`src/verilog/pimc_pkg.sv`:
```
// shared constants for the port ingress acl / mirror / priority control block
package pimc_pkg;
  // ****************************************
  // register offsets
  // ****************************************
  localparam int ADDR_W = 16;
  localparam logic [15:0] OFF_ACL_CTRL = 16'h1612;
  localparam logic [15:0] OFF_BYTE_EN_MSB = 16'h1610;
  localparam logic [15:0] OFF_BYTE_EN_LSB = 16'h1611;
  localparam logic [15:0] OFF_MIRROR = 16'h1800;
  localparam logic [15:0] OFF_PRIO_SEL = 16'h1801;
  localparam logic [15:0] OFF_DEF_PRIO = 16'h1802;
  // ****************************************
  // field positions
  // ****************************************
  localparam int ACL_WR_DONE_BIT = 6;
  localparam int ACL_RD_DONE_BIT = 5;
  localparam int ACL_DIR_BIT = 4;
  localparam int ACL_IDX_MSB = 3;
  localparam int MIR_RX_BIT = 6;
  localparam int MIR_TX_BIT = 5;
  localparam int MIR_SNIFF_BIT = 1;
  localparam int PR_HIGHEST_BIT = 7;
  localparam int PR_OR_BIT = 6;
  localparam int PR_MAC_BIT = 4;
  localparam int PR_VLAN_BIT = 3;
  localparam int PR_DOT1P_BIT = 2;
  localparam int PR_DSCP_BIT = 1;
  localparam int PR_ACL_BIT = 0;
  localparam int DEF_PRIO_MSB = 2;
  // ****************************************
  // masks and resets
  // ****************************************
  localparam logic [7:0] MIR_RW_MASK = 8'h62;
  localparam logic [7:0] PRIO_RW_MASK = 8'hdf;
  localparam logic [7:0] DEF_PRIO_MASK = 8'h07;
  localparam logic [7:0] BYTE_RST = 8'h00;
  localparam logic [4:0] ACL_CTRL_RW_RST = 5'h00;
  localparam logic ACL_DONE_RST = 1'b1;
  // ****************************************
  // timing
  // ****************************************
  localparam int CLK_MHZ = 250;
  localparam int ACL_ACCESS_NS = 16;
  localparam int ACL_ACCESS_CYC = (ACL_ACCESS_NS * CLK_MHZ + 999) / 1000;
  localparam logic [3:0] ACL_CYC = 4'(ACL_ACCESS_CYC);
  typedef enum logic [1:0] {PIMC_IDLE, PIMC_BUSY} pimc_acl_e;
endpackage

```
`src/verilog/pimc_acl_seq.sv`:
```
// acl table access sequencer: completion status per direction
`timescale 1ns/100ps
module pimc_acl_seq
  import pimc_pkg::*;
(
  // clock and reset
  input wire logic clk_sys,
  input wire logic rst,
  // launch
  input wire logic launch,
  input wire logic launch_wr,
  input wire logic [15:0] launch_be,
  input wire logic [3:0] launch_idx,
  // table port
  output logic tbl_req,
  output logic tbl_wr,
  output logic [3:0] tbl_idx,
  output logic [15:0] tbl_be,
  // status
  output logic wr_done,
  output logic rd_done
);
  import pimc_pkg::*;
  // ****************************************
  // sequencer
  // ****************************************
  pimc_acl_e st_reg, st_next;
  logic [3:0] cnt_reg, cnt_next;
  logic wr_reg, wr_next;
  logic [3:0] idx_reg, idx_next;
  logic [15:0] be_reg, be_next;
  logic wd_reg, wd_next;
  logic rd_reg, rd_next;
  logic req_reg, req_next;

  always_comb begin
    st_next = st_reg;
    cnt_next = cnt_reg;
    wr_next = wr_reg;
    idx_next = idx_reg;
    be_next = be_reg;
    wd_next = wd_reg;
    rd_next = rd_reg;
    req_next = 1'b0;
    case (st_reg)
      PIMC_IDLE: begin
        if (launch) begin
          // relaunch while busy is ignored: entry would be half moved
          st_next = PIMC_BUSY;
          cnt_next = ACL_CYC;
          wr_next = launch_wr;
          idx_next = launch_idx;
          be_next = launch_be; // RQ17
          req_next = 1'b1;
          if (launch_wr) begin
            wd_next = 1'b0; // RQ19
          end else begin
            rd_next = 1'b0; // RQ19
          end
        end
      end
      PIMC_BUSY: begin
        cnt_next = cnt_reg - 4'h1;
        if (cnt_reg == 4'h1) begin
          st_next = PIMC_IDLE;
          if (wr_reg) begin
            wd_next = 1'b1; // RQ1
          end else begin
            rd_next = 1'b1; // RQ2
          end
        end
      end
      default: st_next = PIMC_IDLE;
    endcase
  end

  always_ff @(posedge clk_sys) begin
    if (rst) begin
      st_reg <= PIMC_IDLE;
      cnt_reg <= 4'h0;
      wr_reg <= 1'b0;
      idx_reg <= 4'h0;
      be_reg <= 16'h0000;
      wd_reg <= ACL_DONE_RST;
      rd_reg <= ACL_DONE_RST;
      req_reg <= 1'b0;
    end else begin
      st_reg <= st_next;
      cnt_reg <= cnt_next;
      wr_reg <= wr_next;
      idx_reg <= idx_next;
      be_reg <= be_next;
      wd_reg <= wd_next;
      rd_reg <= rd_next;
      req_reg <= req_next;
    end
  end

  assign tbl_req = req_reg;
  assign tbl_wr = wr_reg;
  assign tbl_idx = idx_reg;
  assign tbl_be = be_reg;
  assign wr_done = wd_reg;
  assign rd_done = rd_reg;

  done_after_a: assert property (@(posedge clk_sys) disable iff (rst) // RQ1
    (st_reg == PIMC_IDLE && launch && launch_wr) |=> !wd_reg [*4] ##1 wd_reg)
    else $error("write status timing wrong");
  rd_clear_a: assert property (@(posedge clk_sys) disable iff (rst) // RQ2
    (st_reg == PIMC_IDLE && launch && !launch_wr) |=> !rd_reg [*4] ##1 rd_reg)
    else $error("read status not cleared then set");
endmodule

```
`src/verilog/pimc_prio_sel.sv`:
```
// ingress priority resolver for one port
`timescale 1ns/100ps
module pimc_prio_sel
  import pimc_pkg::*;
(
  // control
  input wire logic [7:0] sel,
  input wire logic [2:0] def_prio,
  // candidate priorities with their valid flags
  input wire logic mac_vld,
  input wire logic [2:0] mac_prio,
  input wire logic vlan_vld,
  input wire logic [2:0] vlan_prio,
  input wire logic dot1p_vld,
  input wire logic [2:0] dot1p_prio,
  input wire logic dscp_vld,
  input wire logic [2:0] dscp_prio,
  input wire logic acl_vld,
  input wire logic [2:0] acl_prio,
  // result
  output logic [2:0] prio
);
  import pimc_pkg::*;

  function automatic logic [2:0] gate(input logic en, input logic v,
                                       input logic [2:0] p);
    gate = (en && v) ? p : 3'h0;
  endfunction

  logic [2:0] m, vl, d1, ds, ac, orv, hi;
  logic any;

  always_comb begin
    m = gate(sel[PR_MAC_BIT], mac_vld, mac_prio); // RQ12
    vl = gate(sel[PR_VLAN_BIT], vlan_vld, vlan_prio); // RQ13
    d1 = gate(sel[PR_DOT1P_BIT], dot1p_vld, dot1p_prio); // RQ14
    ds = gate(sel[PR_DSCP_BIT], dscp_vld, dscp_prio); // RQ15
    ac = gate(sel[PR_ACL_BIT], acl_vld, acl_prio); // RQ16
    any = (sel[PR_MAC_BIT] && mac_vld) || (sel[PR_VLAN_BIT] && vlan_vld) ||
          (sel[PR_DOT1P_BIT] && dot1p_vld) ||
          (sel[PR_DSCP_BIT] && dscp_vld) || (sel[PR_ACL_BIT] && acl_vld);
    // without a per-method enable the combiners see every valid result
    if (sel[PR_HIGHEST_BIT] || sel[PR_OR_BIT]) begin
      m = gate(1'b1, mac_vld, mac_prio);
      vl = gate(1'b1, vlan_vld, vlan_prio);
      d1 = gate(1'b1, dot1p_vld, dot1p_prio);
      ds = gate(1'b1, dscp_vld, dscp_prio);
      ac = gate(1'b1, acl_vld, acl_prio);
      any = mac_vld || vlan_vld || dot1p_vld || dscp_vld || acl_vld;
    end
    orv = m | vl | d1 | ds | ac; // RQ11
    hi = m;
    if (vl > hi) hi = vl; // RQ10
    if (d1 > hi) hi = d1;
    if (ds > hi) hi = ds;
    if (ac > hi) hi = ac;
    if (!any) begin
      prio = def_prio; // RQ18
    end else if (sel[PR_HIGHEST_BIT]) begin
      prio = hi; // RQ10
    end else if (sel[PR_OR_BIT]) begin
      prio = orv; // RQ11
    end else begin
      // several enables set is misuse; or-ing keeps a defined answer
      prio = orv;
    end
  end
endmodule

```
`src/verilog/pimc_port_ctrl.sv`:
```
// per-port ingress control: acl access, mirroring and priority select
// Functional notes
// [RQ1] write status bit 6, resets to one
// [RQ2] read status bit 5, resets to one
// [RQ3] software polls read status before results
// [RQ4] direction bit 4, entry index bits 3:0
// [RQ5] receive monitoring marks and mirrors rx packets
// [RQ6] transmit monitoring marks and mirrors tx packets
// [RQ7] sniffer bit makes port send monitored packets
// [RQ8] software also sets global mirroring setup
// [RQ9] software sets one priority bit at most
// [RQ10] bit 7 picks highest priority result
// [RQ11] bit 6 ors all priority results
// [RQ12] bit 4 enables mac priority classification
// [RQ13] bit 3 enables vlan priority classification
// [RQ14] bit 2 enables 802.1p priority classification
// [RQ15] bit 1 enables diffserv priority classification
// [RQ16] bit 0 enables acl priority classification
// [RQ17] byte-enable low write launches table access
// [RQ18] no result gives port default priority
// [RQ19] launch clears status, completion sets it
`timescale 1ns/100ps
module pimc_port_ctrl
  import pimc_pkg::*;
(
  // clock and reset
  input wire logic clk_sys,
  input wire logic rst,
  // register port
  input wire logic [pimc_pkg::ADDR_W-1:0] reg_addr,
  input wire logic [7:0] reg_wdata,
  input wire logic reg_wr,
  input wire logic reg_rd,
  output logic [7:0] reg_rdata,
  // acl table port
  output logic tbl_req,
  output logic tbl_wr,
  output logic [3:0] tbl_idx,
  output logic [15:0] tbl_be,
  // mirroring
  input wire logic rx_pkt,
  input wire logic tx_pkt,
  input wire logic mon_pkt_in,
  output logic rx_mon,
  output logic tx_mon,
  output logic sniff_tx,
  // classification inputs
  input wire logic mac_vld,
  input wire logic [2:0] mac_prio,
  input wire logic vlan_vld,
  input wire logic [2:0] vlan_prio,
  input wire logic dot1p_vld,
  input wire logic [2:0] dot1p_prio,
  input wire logic dscp_vld,
  input wire logic [2:0] dscp_prio,
  input wire logic acl_vld,
  input wire logic [2:0] acl_prio,
  // classification result
  output logic [2:0] ingress_prio
);
  import pimc_pkg::*;

  // ****************************************
  // register file
  // ****************************************
  logic [4:0] acl_ctrl_reg, acl_ctrl_next;
  logic [7:0] be_msb_reg, be_msb_next;
  logic [7:0] be_lsb_reg, be_lsb_next;
  logic [7:0] mir_reg, mir_next;
  logic [7:0] prio_reg, prio_next;
  logic [7:0] defp_reg, defp_next;
  logic [7:0] rdata_reg, rdata_next;
  logic launch;
  logic wr_done, rd_done;

  function automatic logic hit(input logic [15:0] a, input logic [15:0] o);
    hit = (a == o);
  endfunction

  always_comb begin
    acl_ctrl_next = acl_ctrl_reg;
    be_msb_next = be_msb_reg;
    be_lsb_next = be_lsb_reg;
    mir_next = mir_reg;
    prio_next = prio_reg;
    defp_next = defp_reg;
    launch = 1'b0;
    if (reg_wr) begin
      if (hit(reg_addr, OFF_ACL_CTRL)) begin
        acl_ctrl_next = reg_wdata[ACL_DIR_BIT:0]; // RQ4
      end
      if (hit(reg_addr, OFF_BYTE_EN_MSB)) begin
        be_msb_next = reg_wdata;
      end
      if (hit(reg_addr, OFF_BYTE_EN_LSB)) begin
        be_lsb_next = reg_wdata;
        launch = 1'b1; // RQ17
      end
      if (hit(reg_addr, OFF_MIRROR)) begin
        mir_next = reg_wdata & MIR_RW_MASK;
      end
      if (hit(reg_addr, OFF_PRIO_SEL)) begin
        prio_next = reg_wdata & PRIO_RW_MASK;
      end
      if (hit(reg_addr, OFF_DEF_PRIO)) begin
        defp_next = reg_wdata & DEF_PRIO_MASK;
      end
    end
    // unmapped reads return zero
    rdata_next = 8'h00;
    if (reg_rd) begin
      if (hit(reg_addr, OFF_ACL_CTRL)) begin
        rdata_next = {1'b0, wr_done, rd_done, acl_ctrl_reg}; // RQ1 RQ2
      end
      if (hit(reg_addr, OFF_BYTE_EN_MSB)) begin
        rdata_next = be_msb_reg;
      end
      if (hit(reg_addr, OFF_BYTE_EN_LSB)) begin
        rdata_next = be_lsb_reg;
      end
      if (hit(reg_addr, OFF_MIRROR)) begin
        rdata_next = mir_reg;
      end
      if (hit(reg_addr, OFF_PRIO_SEL)) begin
        rdata_next = prio_reg;
      end
      if (hit(reg_addr, OFF_DEF_PRIO)) begin
        rdata_next = defp_reg;
      end
    end
  end

  always_ff @(posedge clk_sys) begin
    if (rst) begin
      acl_ctrl_reg <= ACL_CTRL_RW_RST;
      be_msb_reg <= BYTE_RST;
      be_lsb_reg <= BYTE_RST;
      mir_reg <= BYTE_RST;
      prio_reg <= BYTE_RST;
      defp_reg <= BYTE_RST;
      rdata_reg <= BYTE_RST;
    end else begin
      acl_ctrl_reg <= acl_ctrl_next;
      be_msb_reg <= be_msb_next;
      be_lsb_reg <= be_lsb_next;
      mir_reg <= mir_next;
      prio_reg <= prio_next;
      defp_reg <= defp_next;
      rdata_reg <= rdata_next;
    end
  end

  assign reg_rdata = rdata_reg;

  // ****************************************
  // acl access sequencer
  // ****************************************
  // direction and index are the stored control; write it before launch
  pimc_acl_seq u_seq (
    .clk_sys(clk_sys),
    .rst(rst),
    .launch(launch),
    .launch_wr(acl_ctrl_reg[ACL_DIR_BIT]),
    .launch_be({be_msb_reg, be_lsb_next}),
    .launch_idx(acl_ctrl_reg[ACL_IDX_MSB:0]),
    .tbl_req(tbl_req),
    .tbl_wr(tbl_wr),
    .tbl_idx(tbl_idx),
    .tbl_be(tbl_be),
    .wr_done(wr_done),
    .rd_done(rd_done)
  );

  // ****************************************
  // mirroring
  // ****************************************
  logic rx_mon_reg, rx_mon_next;
  logic tx_mon_reg, tx_mon_next;
  logic sniff_reg, sniff_next;

  // global mirroring setup lives elsewhere; only per-port marks here
  always_comb begin
    rx_mon_next = rx_pkt && mir_reg[MIR_RX_BIT]; // RQ5
    tx_mon_next = tx_pkt && mir_reg[MIR_TX_BIT]; // RQ6
    sniff_next = mon_pkt_in && mir_reg[MIR_SNIFF_BIT]; // RQ7
  end

  always_ff @(posedge clk_sys) begin
    if (rst) begin
      rx_mon_reg <= 1'b0;
      tx_mon_reg <= 1'b0;
      sniff_reg <= 1'b0;
    end else begin
      rx_mon_reg <= rx_mon_next;
      tx_mon_reg <= tx_mon_next;
      sniff_reg <= sniff_next;
    end
  end

  assign rx_mon = rx_mon_reg;
  assign tx_mon = tx_mon_reg;
  assign sniff_tx = sniff_reg;

  // ****************************************
  // priority classification
  // ****************************************
  logic [2:0] prio_out_next;
  logic [2:0] prio_out_reg;

  pimc_prio_sel u_prio (
    .sel(prio_reg),
    .def_prio(defp_reg[DEF_PRIO_MSB:0]),
    .mac_vld(mac_vld),
    .mac_prio(mac_prio),
    .vlan_vld(vlan_vld),
    .vlan_prio(vlan_prio),
    .dot1p_vld(dot1p_vld),
    .dot1p_prio(dot1p_prio),
    .dscp_vld(dscp_vld),
    .dscp_prio(dscp_prio),
    .acl_vld(acl_vld),
    .acl_prio(acl_prio),
    .prio(prio_out_next)
  );

  always_ff @(posedge clk_sys) begin
    if (rst) begin
      prio_out_reg <= 3'h0;
    end else begin
      prio_out_reg <= prio_out_next;
    end
  end

  assign ingress_prio = prio_out_reg;

  // ****************************************
  // checks
  // ****************************************
  rx_mirror_a: assert property (@(posedge clk_sys) disable iff (rst) // RQ5
    (rx_pkt && mir_reg[MIR_RX_BIT]) |=> rx_mon)
    else $error("rx packet not monitored");
  rx_cause_a: assert property (@(posedge clk_sys) disable iff (rst) // RQ5
    rx_mon |-> $past(rx_pkt) && $past(mir_reg[MIR_RX_BIT]))
    else $error("rx monitor without cause");
  tx_mirror_a: assert property (@(posedge clk_sys) disable iff (rst) // RQ6
    tx_mon |-> $past(tx_pkt) && $past(mir_reg[MIR_TX_BIT]))
    else $error("tx monitor without cause");
  sniffer_a: assert property (@(posedge clk_sys) disable iff (rst) // RQ7
    (mon_pkt_in && mir_reg[MIR_SNIFF_BIT]) |=> sniff_tx)
    else $error("sniffer port did not send");
  sniff_cause_a: assert property (@(posedge clk_sys) disable iff (rst) // RQ7
    sniff_tx |-> $past(mon_pkt_in) && $past(mir_reg[MIR_SNIFF_BIT]))
    else $error("sniffer sent without cause");
  default_prio_a: assert property (@(posedge clk_sys) disable iff (rst) // RQ18
    (!mac_vld && !vlan_vld && !dot1p_vld && !dscp_vld && !acl_vld)
    |=> ingress_prio == $past(defp_reg[DEF_PRIO_MSB:0]))
    else $error("default priority not applied");
  default_sel_a: assert property (@(posedge clk_sys) disable iff (rst) // RQ18
    prio_reg == 8'h00 |=> ingress_prio == $past(defp_reg[DEF_PRIO_MSB:0]))
    else $error("no method enabled yet default not used");
  highest_a: assert property (@(posedge clk_sys) disable iff (rst) // RQ10
    (prio_reg == 8'h80 && mac_vld && vlan_vld && acl_vld)
    |=> ingress_prio >= $past(mac_prio) &&
    ingress_prio >= $past(vlan_prio) && ingress_prio >= $past(acl_prio) &&
    (ingress_prio == $past(mac_prio) || ingress_prio == $past(vlan_prio) ||
     ingress_prio == $past(acl_prio) || ingress_prio == $past(dscp_prio) ||
     ingress_prio == $past(dot1p_prio)))
    else $error("highest priority not chosen");
  or_sel_a: assert property (@(posedge clk_sys) disable iff (rst) // RQ11
    (prio_reg == 8'h40 && mac_vld && vlan_vld && dot1p_vld && dscp_vld &&
     acl_vld)
    |=> ingress_prio == $past(mac_prio | vlan_prio | dot1p_prio |
    dscp_prio | acl_prio))
    else $error("combined_priority_sel wrong");
  mac_sel_a: assert property (@(posedge clk_sys) disable iff (rst) // RQ12
    (prio_reg == 8'h10 && mac_vld) |=> ingress_prio == $past(mac_prio))
    else $error("mac priority not applied");
  vlan_sel_a: assert property (@(posedge clk_sys) disable iff (rst) // RQ13
    (prio_reg == 8'h08 && vlan_vld) |=> ingress_prio == $past(vlan_prio))
    else $error("vlan priority not applied");
  dot1p_sel_a: assert property (@(posedge clk_sys) disable iff (rst) // RQ14
    (prio_reg == 8'h04 && dot1p_vld) |=> ingress_prio == $past(dot1p_prio))
    else $error("802.1p priority not applied");
  dscp_sel_a: assert property (@(posedge clk_sys) disable iff (rst) // RQ15
    (prio_reg == 8'h02 && dscp_vld) |=> ingress_prio == $past(dscp_prio))
    else $error("diffserv priority not applied");
  acl_sel_a: assert property (@(posedge clk_sys) disable iff (rst) // RQ16
    (prio_reg == 8'h01 && acl_vld) |=> ingress_prio == $past(acl_prio))
    else $error("acl priority not applied");
  launch_req_a: assert property (@(posedge clk_sys) disable iff (rst) // RQ17
    (reg_wr && reg_addr == OFF_BYTE_EN_LSB && wr_done && rd_done)
    |=> tbl_req && tbl_be[7:0] == $past(reg_wdata))
    else $error("byte enable write did not launch");
  launch_busy_a: assert property (@(posedge clk_sys) disable iff (rst) // RQ17
    (reg_wr && reg_addr == OFF_BYTE_EN_LSB && !(wr_done && rd_done))
    |=> !tbl_req)
    else $error("launch taken while busy");
  dir_field_a: assert property (@(posedge clk_sys) disable iff (rst) // RQ4
    (reg_wr && reg_addr == OFF_ACL_CTRL) |=> acl_ctrl_reg ==
    $past(reg_wdata[ACL_DIR_BIT:0]))
    else $error("direction or index not stored");
  status_read_a: assert property (@(posedge clk_sys) disable iff (rst) // RQ1
    (reg_rd && reg_addr == OFF_ACL_CTRL)
    |=> reg_rdata[ACL_WR_DONE_BIT] == $past(wr_done) &&
    reg_rdata[ACL_RD_DONE_BIT] == $past(rd_done))
    else $error("status bits not read back");
endmodule

```
`config.mk`:
```
export PLATFORM = sky130hd
export DESIGN_NAME = pimc_port_ctrl
export DESIGN_NICKNAME = d
export VERILOG_FILES = /design/src/verilog/pimc_pkg.sv /design/src/verilog/pimc_acl_seq.sv /design/src/verilog/pimc_prio_sel.sv /design/src/verilog/pimc_port_ctrl.sv
export SDC_FILE = /design/constraint.sdc
export NUM_CORES = 1
export LEC_CHECK = 0
export ABC_CLOCK_PERIOD_IN_PS = 8350
export BUFFER_PORTS_ARGS = -buffer_cell sky130_fd_sc_hd__buf_4
export CAP_MARGIN = 20
export CORE_UTILIZATION = 40
export DETAILED_ROUTE_END_ITERATION = 8
export MAX_ROUTING_LAYER = met4
export SLEW_MARGIN = 10
export SYNTH_ARGS = -nofsm -noshare
export SYNTH_HDL_FRONTEND = slang
export SYNTH_SLANG_ARGS = --single-unit
```
`constraint.sdc`:
```
create_clock -name clk_sys -period 8.35 [get_ports clk_sys]
set_clock_uncertainty 0.1 [all_clocks]
set_input_delay 1.67 -clock clk_sys [delete_from_list [all_inputs] [get_ports clk_sys]]
set_output_delay 1.67 -clock clk_sys [all_outputs]
set_load 0.1 [all_outputs]
```
==> summary.md <==
| Metric | Value |
|---|---|
| Outcome | completed |
| Top-Level Pins | 87 |
| Cts bufs inserted | 9 |
| Pint | 0.491 mW |
| Hold Violations, Final | 0 |
| Worst r2r src | prio_reg[7] |
| Max Cap Viol | 0 |
| Peak supply drop | 77.8 uV |
| CTS Buffer Depth | 2 |
| Synth Net Count | 543 |
| H-tree depth | 3 |
| ANT cells | 0 |
| Number of global-route vias before repair | 3480 |
| Final period util | 81.4% |
| Synth top area share | 38.7% |
| Die W | 102 um |
| Hold Path Class | flip-flop to flip-flop |
| Min-delay src | be_lsb_reg[0] |
| Non-Filler Instances | 684 |
| Number of buffer cells added on primary ports | 86 |
| Seq/Total Area, Yosys | 38.7% |
| Clk_lat worst skew | 0.34 ns |
| Synth Area in Compound Gates | 17.0% |
| Final min period | 6.80 ns |
| Seq pwr share | 56.2% |
| RSZ-0062 raised after global routing | false |
| Drt first pass iters | 7 |
| PD cells | 134 nW/um^2 |
| Clk pin slew, worst setup/hold paths | 0.08 ns |
| NumNets Final | 615 |
| Synth unique cells | 61 |
| Final setup fails | 0 |
| Asr flop ratio synth | 0% |
| Cell repeated most along the worst path | ha_1 |
| Cells after DPL | 669 |
| Sw Share | 24.7% |
| Cells after Synth | 475 |
| Largest area contributor in the netlist | dfxtp_1 |
| Total track usage | 23.2% |
| DR iter-0 viols | 303 |
| Core Region | 9730 sq um |
| Startpoint types | primary input |
| Critical-path top delay cell | a32oi_1 |
| Fraction of layout cells with a size suffix above 1 | 21.1% |
| RR Endpoint | ingress_prio[1] |
| Post_cts resized | 0 |
| Largest family of logic cells by synthesized area | simple AND/OR/NAND/NOR gates |
| CP Capture Type | flip-flop |
| FF-to-FF setup slack | 2.07 ns |
| CP required | 8.47 ns |
| Grt ovf | 0 |
| Cell row count | 36 |
| Synth Area in Simple Gates | 26.2% |
| Post-Syn Area | 3990 sq um |
| Critical path peak fanout | 7 |
| Clock power frac | 37.2% |
| Post-synth EDFFs | 0 |
| Synth Flop Type | dfxtp_1 |
| Final ANT Viol Nets | 0 |
| Cts hold-fix bufs | 0 |
| Routability congestion estimate | 0.880 |
| Max Slew Vio Count | 0 |
| Slew at the pin with the worst max-slew slack | 1.00 ns |
| First-pass GRT wire length | 17800 um |
| Post-synthesis area per instance | 8.39 sq um |
| Via count | 3871 |
| R2R depth | 24 |
| Setup bufs post-CTS | 0 |
| TNS Setup | 0 ns |
| P&R area growth vs syn | 22.2% |
| Fmax | 147 MHz |
| Synth Area in Adders | 5.34% |
| Hold Path End | be_lsb_reg[0] |
| Final WL | 11300 um |
| WL/cell | 16.5 um |
| Synth area leaders | dfxtp_1 39%, mux2i_1 8.5%, nand2_1 7.9%, ha_1 5.3%, a21oi_1 4.9% |
| CP max stage delay | 0.46 ns |
| Worst Setup SP | vlan_vld |
| Post-detail-place hpwl | 8250 um |
| Largest net degree at the start of global routing | 50 |
| Starting Density | 41.0% |
| Slew headroom | 32.4% |
| Synth Area in XOR/XNOR | 0.220% |
| Synth Warn # | 0 |
| Initial antenna violation count | 0 |
| DIE HEIGHT | 102 um |
| CTS tree | done |
| # clock sinks | 77 |
| Hold path depth | 2 |
| Static leakage | 1.96 nW |
| Root Buffer | clkbuf_8 |
| Gate power share | 6.6% |
| Vias/cell | 5.66 |
| FF+latch count, synth | 77 |
| DRC violations left | 0 |
| WS Path Type | primary input to flip-flop |
| Die area | 10400 sq um |
| Multiplexer area fraction after synthesis | 8.54% |
| Net switching power | 0.161 mW |
| Arr. time, crit path | 6.92 ns |
| Max reg flops | 16 |
-- through the flow --
| step | setup slack, ns | cell area (sq um) | hold WS [ns] | util, % | power [mW] |
|---|---|---|---|---|---|
| after CTS | 1.60 | 4870 | 0.353 | 50.0 | 0.657 |
| after floorplan | 1.93 | 3990 | 0.331 | - | 0.390 |
| after detailed placement | 1.24 | 4710 | 0.343 | 48.4 | 0.418 |
| final | 1.55 | 4870 | 0.354 | 50.0 | 0.652 |
| after global placement | 1.35 | 4710 | 0.337 | 48.4 | 0.418 |
| after global routing | 1.18 | 4870 | 0.380 | 50.0 | 0.675 |
-- area by class of cell --
type                            count  area (sq um)
Clock inverter                      4          26.3
Tap cell                          133           166
Multi-Input combinational cell    358          2290
Clock buffer                       11           131
Timing Repair Buffer               89           668
Fill cell                         998          4860
Inverter                           12          45.0
Sequential cell                    77          1540
-- power by group through the flow --
stage | Combinational [mW] | Clock (mW) | Sequential (mW)
after floorplan | 0.0144 | 0 | 0.375
after detailed placement | 0.0428 | 0 | 0.375
after global routing | 0.0463 | 0.262 | 0.367
final | 0.0431 | 0.242 | 0.367
after global placement | 0.0427 | 0 | 0.375
after CTS | 0.0429 | 0.247 | 0.367
-- worst max-delay path: cells and delay by family --
| kind | cells | cell delay, ns |
|---|---|---|
| buffers and inverters | 3 | 0.24 |
| adder cells (fa/ha/maj) | 4 | 1.07 |
| AND/OR/NAND/NOR | 8 | 1.53 |
| AO/OA/AOI/OAI | 9 | 2.13 |
| multiplexers | 1 | 0.28 |
-- Yosys cell counts (3+ instances only) --
cell / count
nor4_1: 4
o311a_1: 4
ha_1: 17
or3_1: 3
nor3_1: 10
a22oi_1: 6
o311ai_0: 4
a211oi_1: 4
o211ai_1: 3
a21oi_1: 39
nand3_1: 31
buf_2: 5
or4_1: 4
nand4_1: 4
dfxtp_1: 77
nor2_1: 23
or2_2: 4
a31oi_1: 7
o21ai_0: 5
nand2_1: 84
a222oi_1: 3
clkbuf_1: 23
inv_1: 12
and2_1: 3
nand3b_1: 4
mux2i_1: 34
and3_1: 8
nor2b_1: 4
o31a_1: 3
a32oi_1: 3
nor4b_1: 3
-- how the worst max path moves through the flow --
| stage | end | slack (ns) | cells after the start |
|---|---|---|---|
| 6_report | ingress_prio[1] | 1.55 | 25 |
| 5_1_grt | ingress_prio[1] | 1.18 | 25 |
| 4_1_cts | ingress_prio[1] | 1.60 | 25 |
| 3_5_place_dp | ingress_prio[1] | 1.24 | 25 |
| 3_3_place_gp | ingress_prio[1] | 1.35 | 25 |
| 2_1_floorplan | ingress_prio[1] | 1.93 | 24 |
-- per-layer routing --
metal  part of all wire [%]  up-vias  GRT usage, %
li1                       -     1882             -
met4                    2.9        0          10.1
met2                     45      139          34.1
met1                     46     1824          31.1
met3                    6.3       26          4.38
met5                      0        -             -
-- layout by cell type (no fill, tap or decap), types with 4 or more instances in the layout --
master	Yosys	routed
mux2i_1	34	34
o311ai_0	4	4
nand2_1	84	84
a31oi_1	7	7
o311a_1	4	4
clkbuf_8	0	9
and3_1	8	8
nand3b_1	4	4
a211oi_1	4	4
nor2_1	23	22
o21ai_0	5	5
buf_4	0	89
a22oi_1	6	6
nor4_1	4	4
dfxtp_1	77	77
nor3_1	10	10
or2_2	4	4
a21oi_1	39	39
nand3_1	31	31
nor2b_1	4	4
ha_1	17	17
nand4_1	4	4
inv_1	12	12
or4_1	4	4
-- cells by family (layout without fill, tap and decap cells) --
kind of cell | after synthesis | count (layout)
simple gates | 206 | 206
compound gates | 100 | 100
flops | 77 | 77
buf+inv | 40 | 116
mux | 34 | 34
fa+ha+maj | 17 | 17
xor+xnor | 1 | 1
Power figures use the tool's default switching activity.
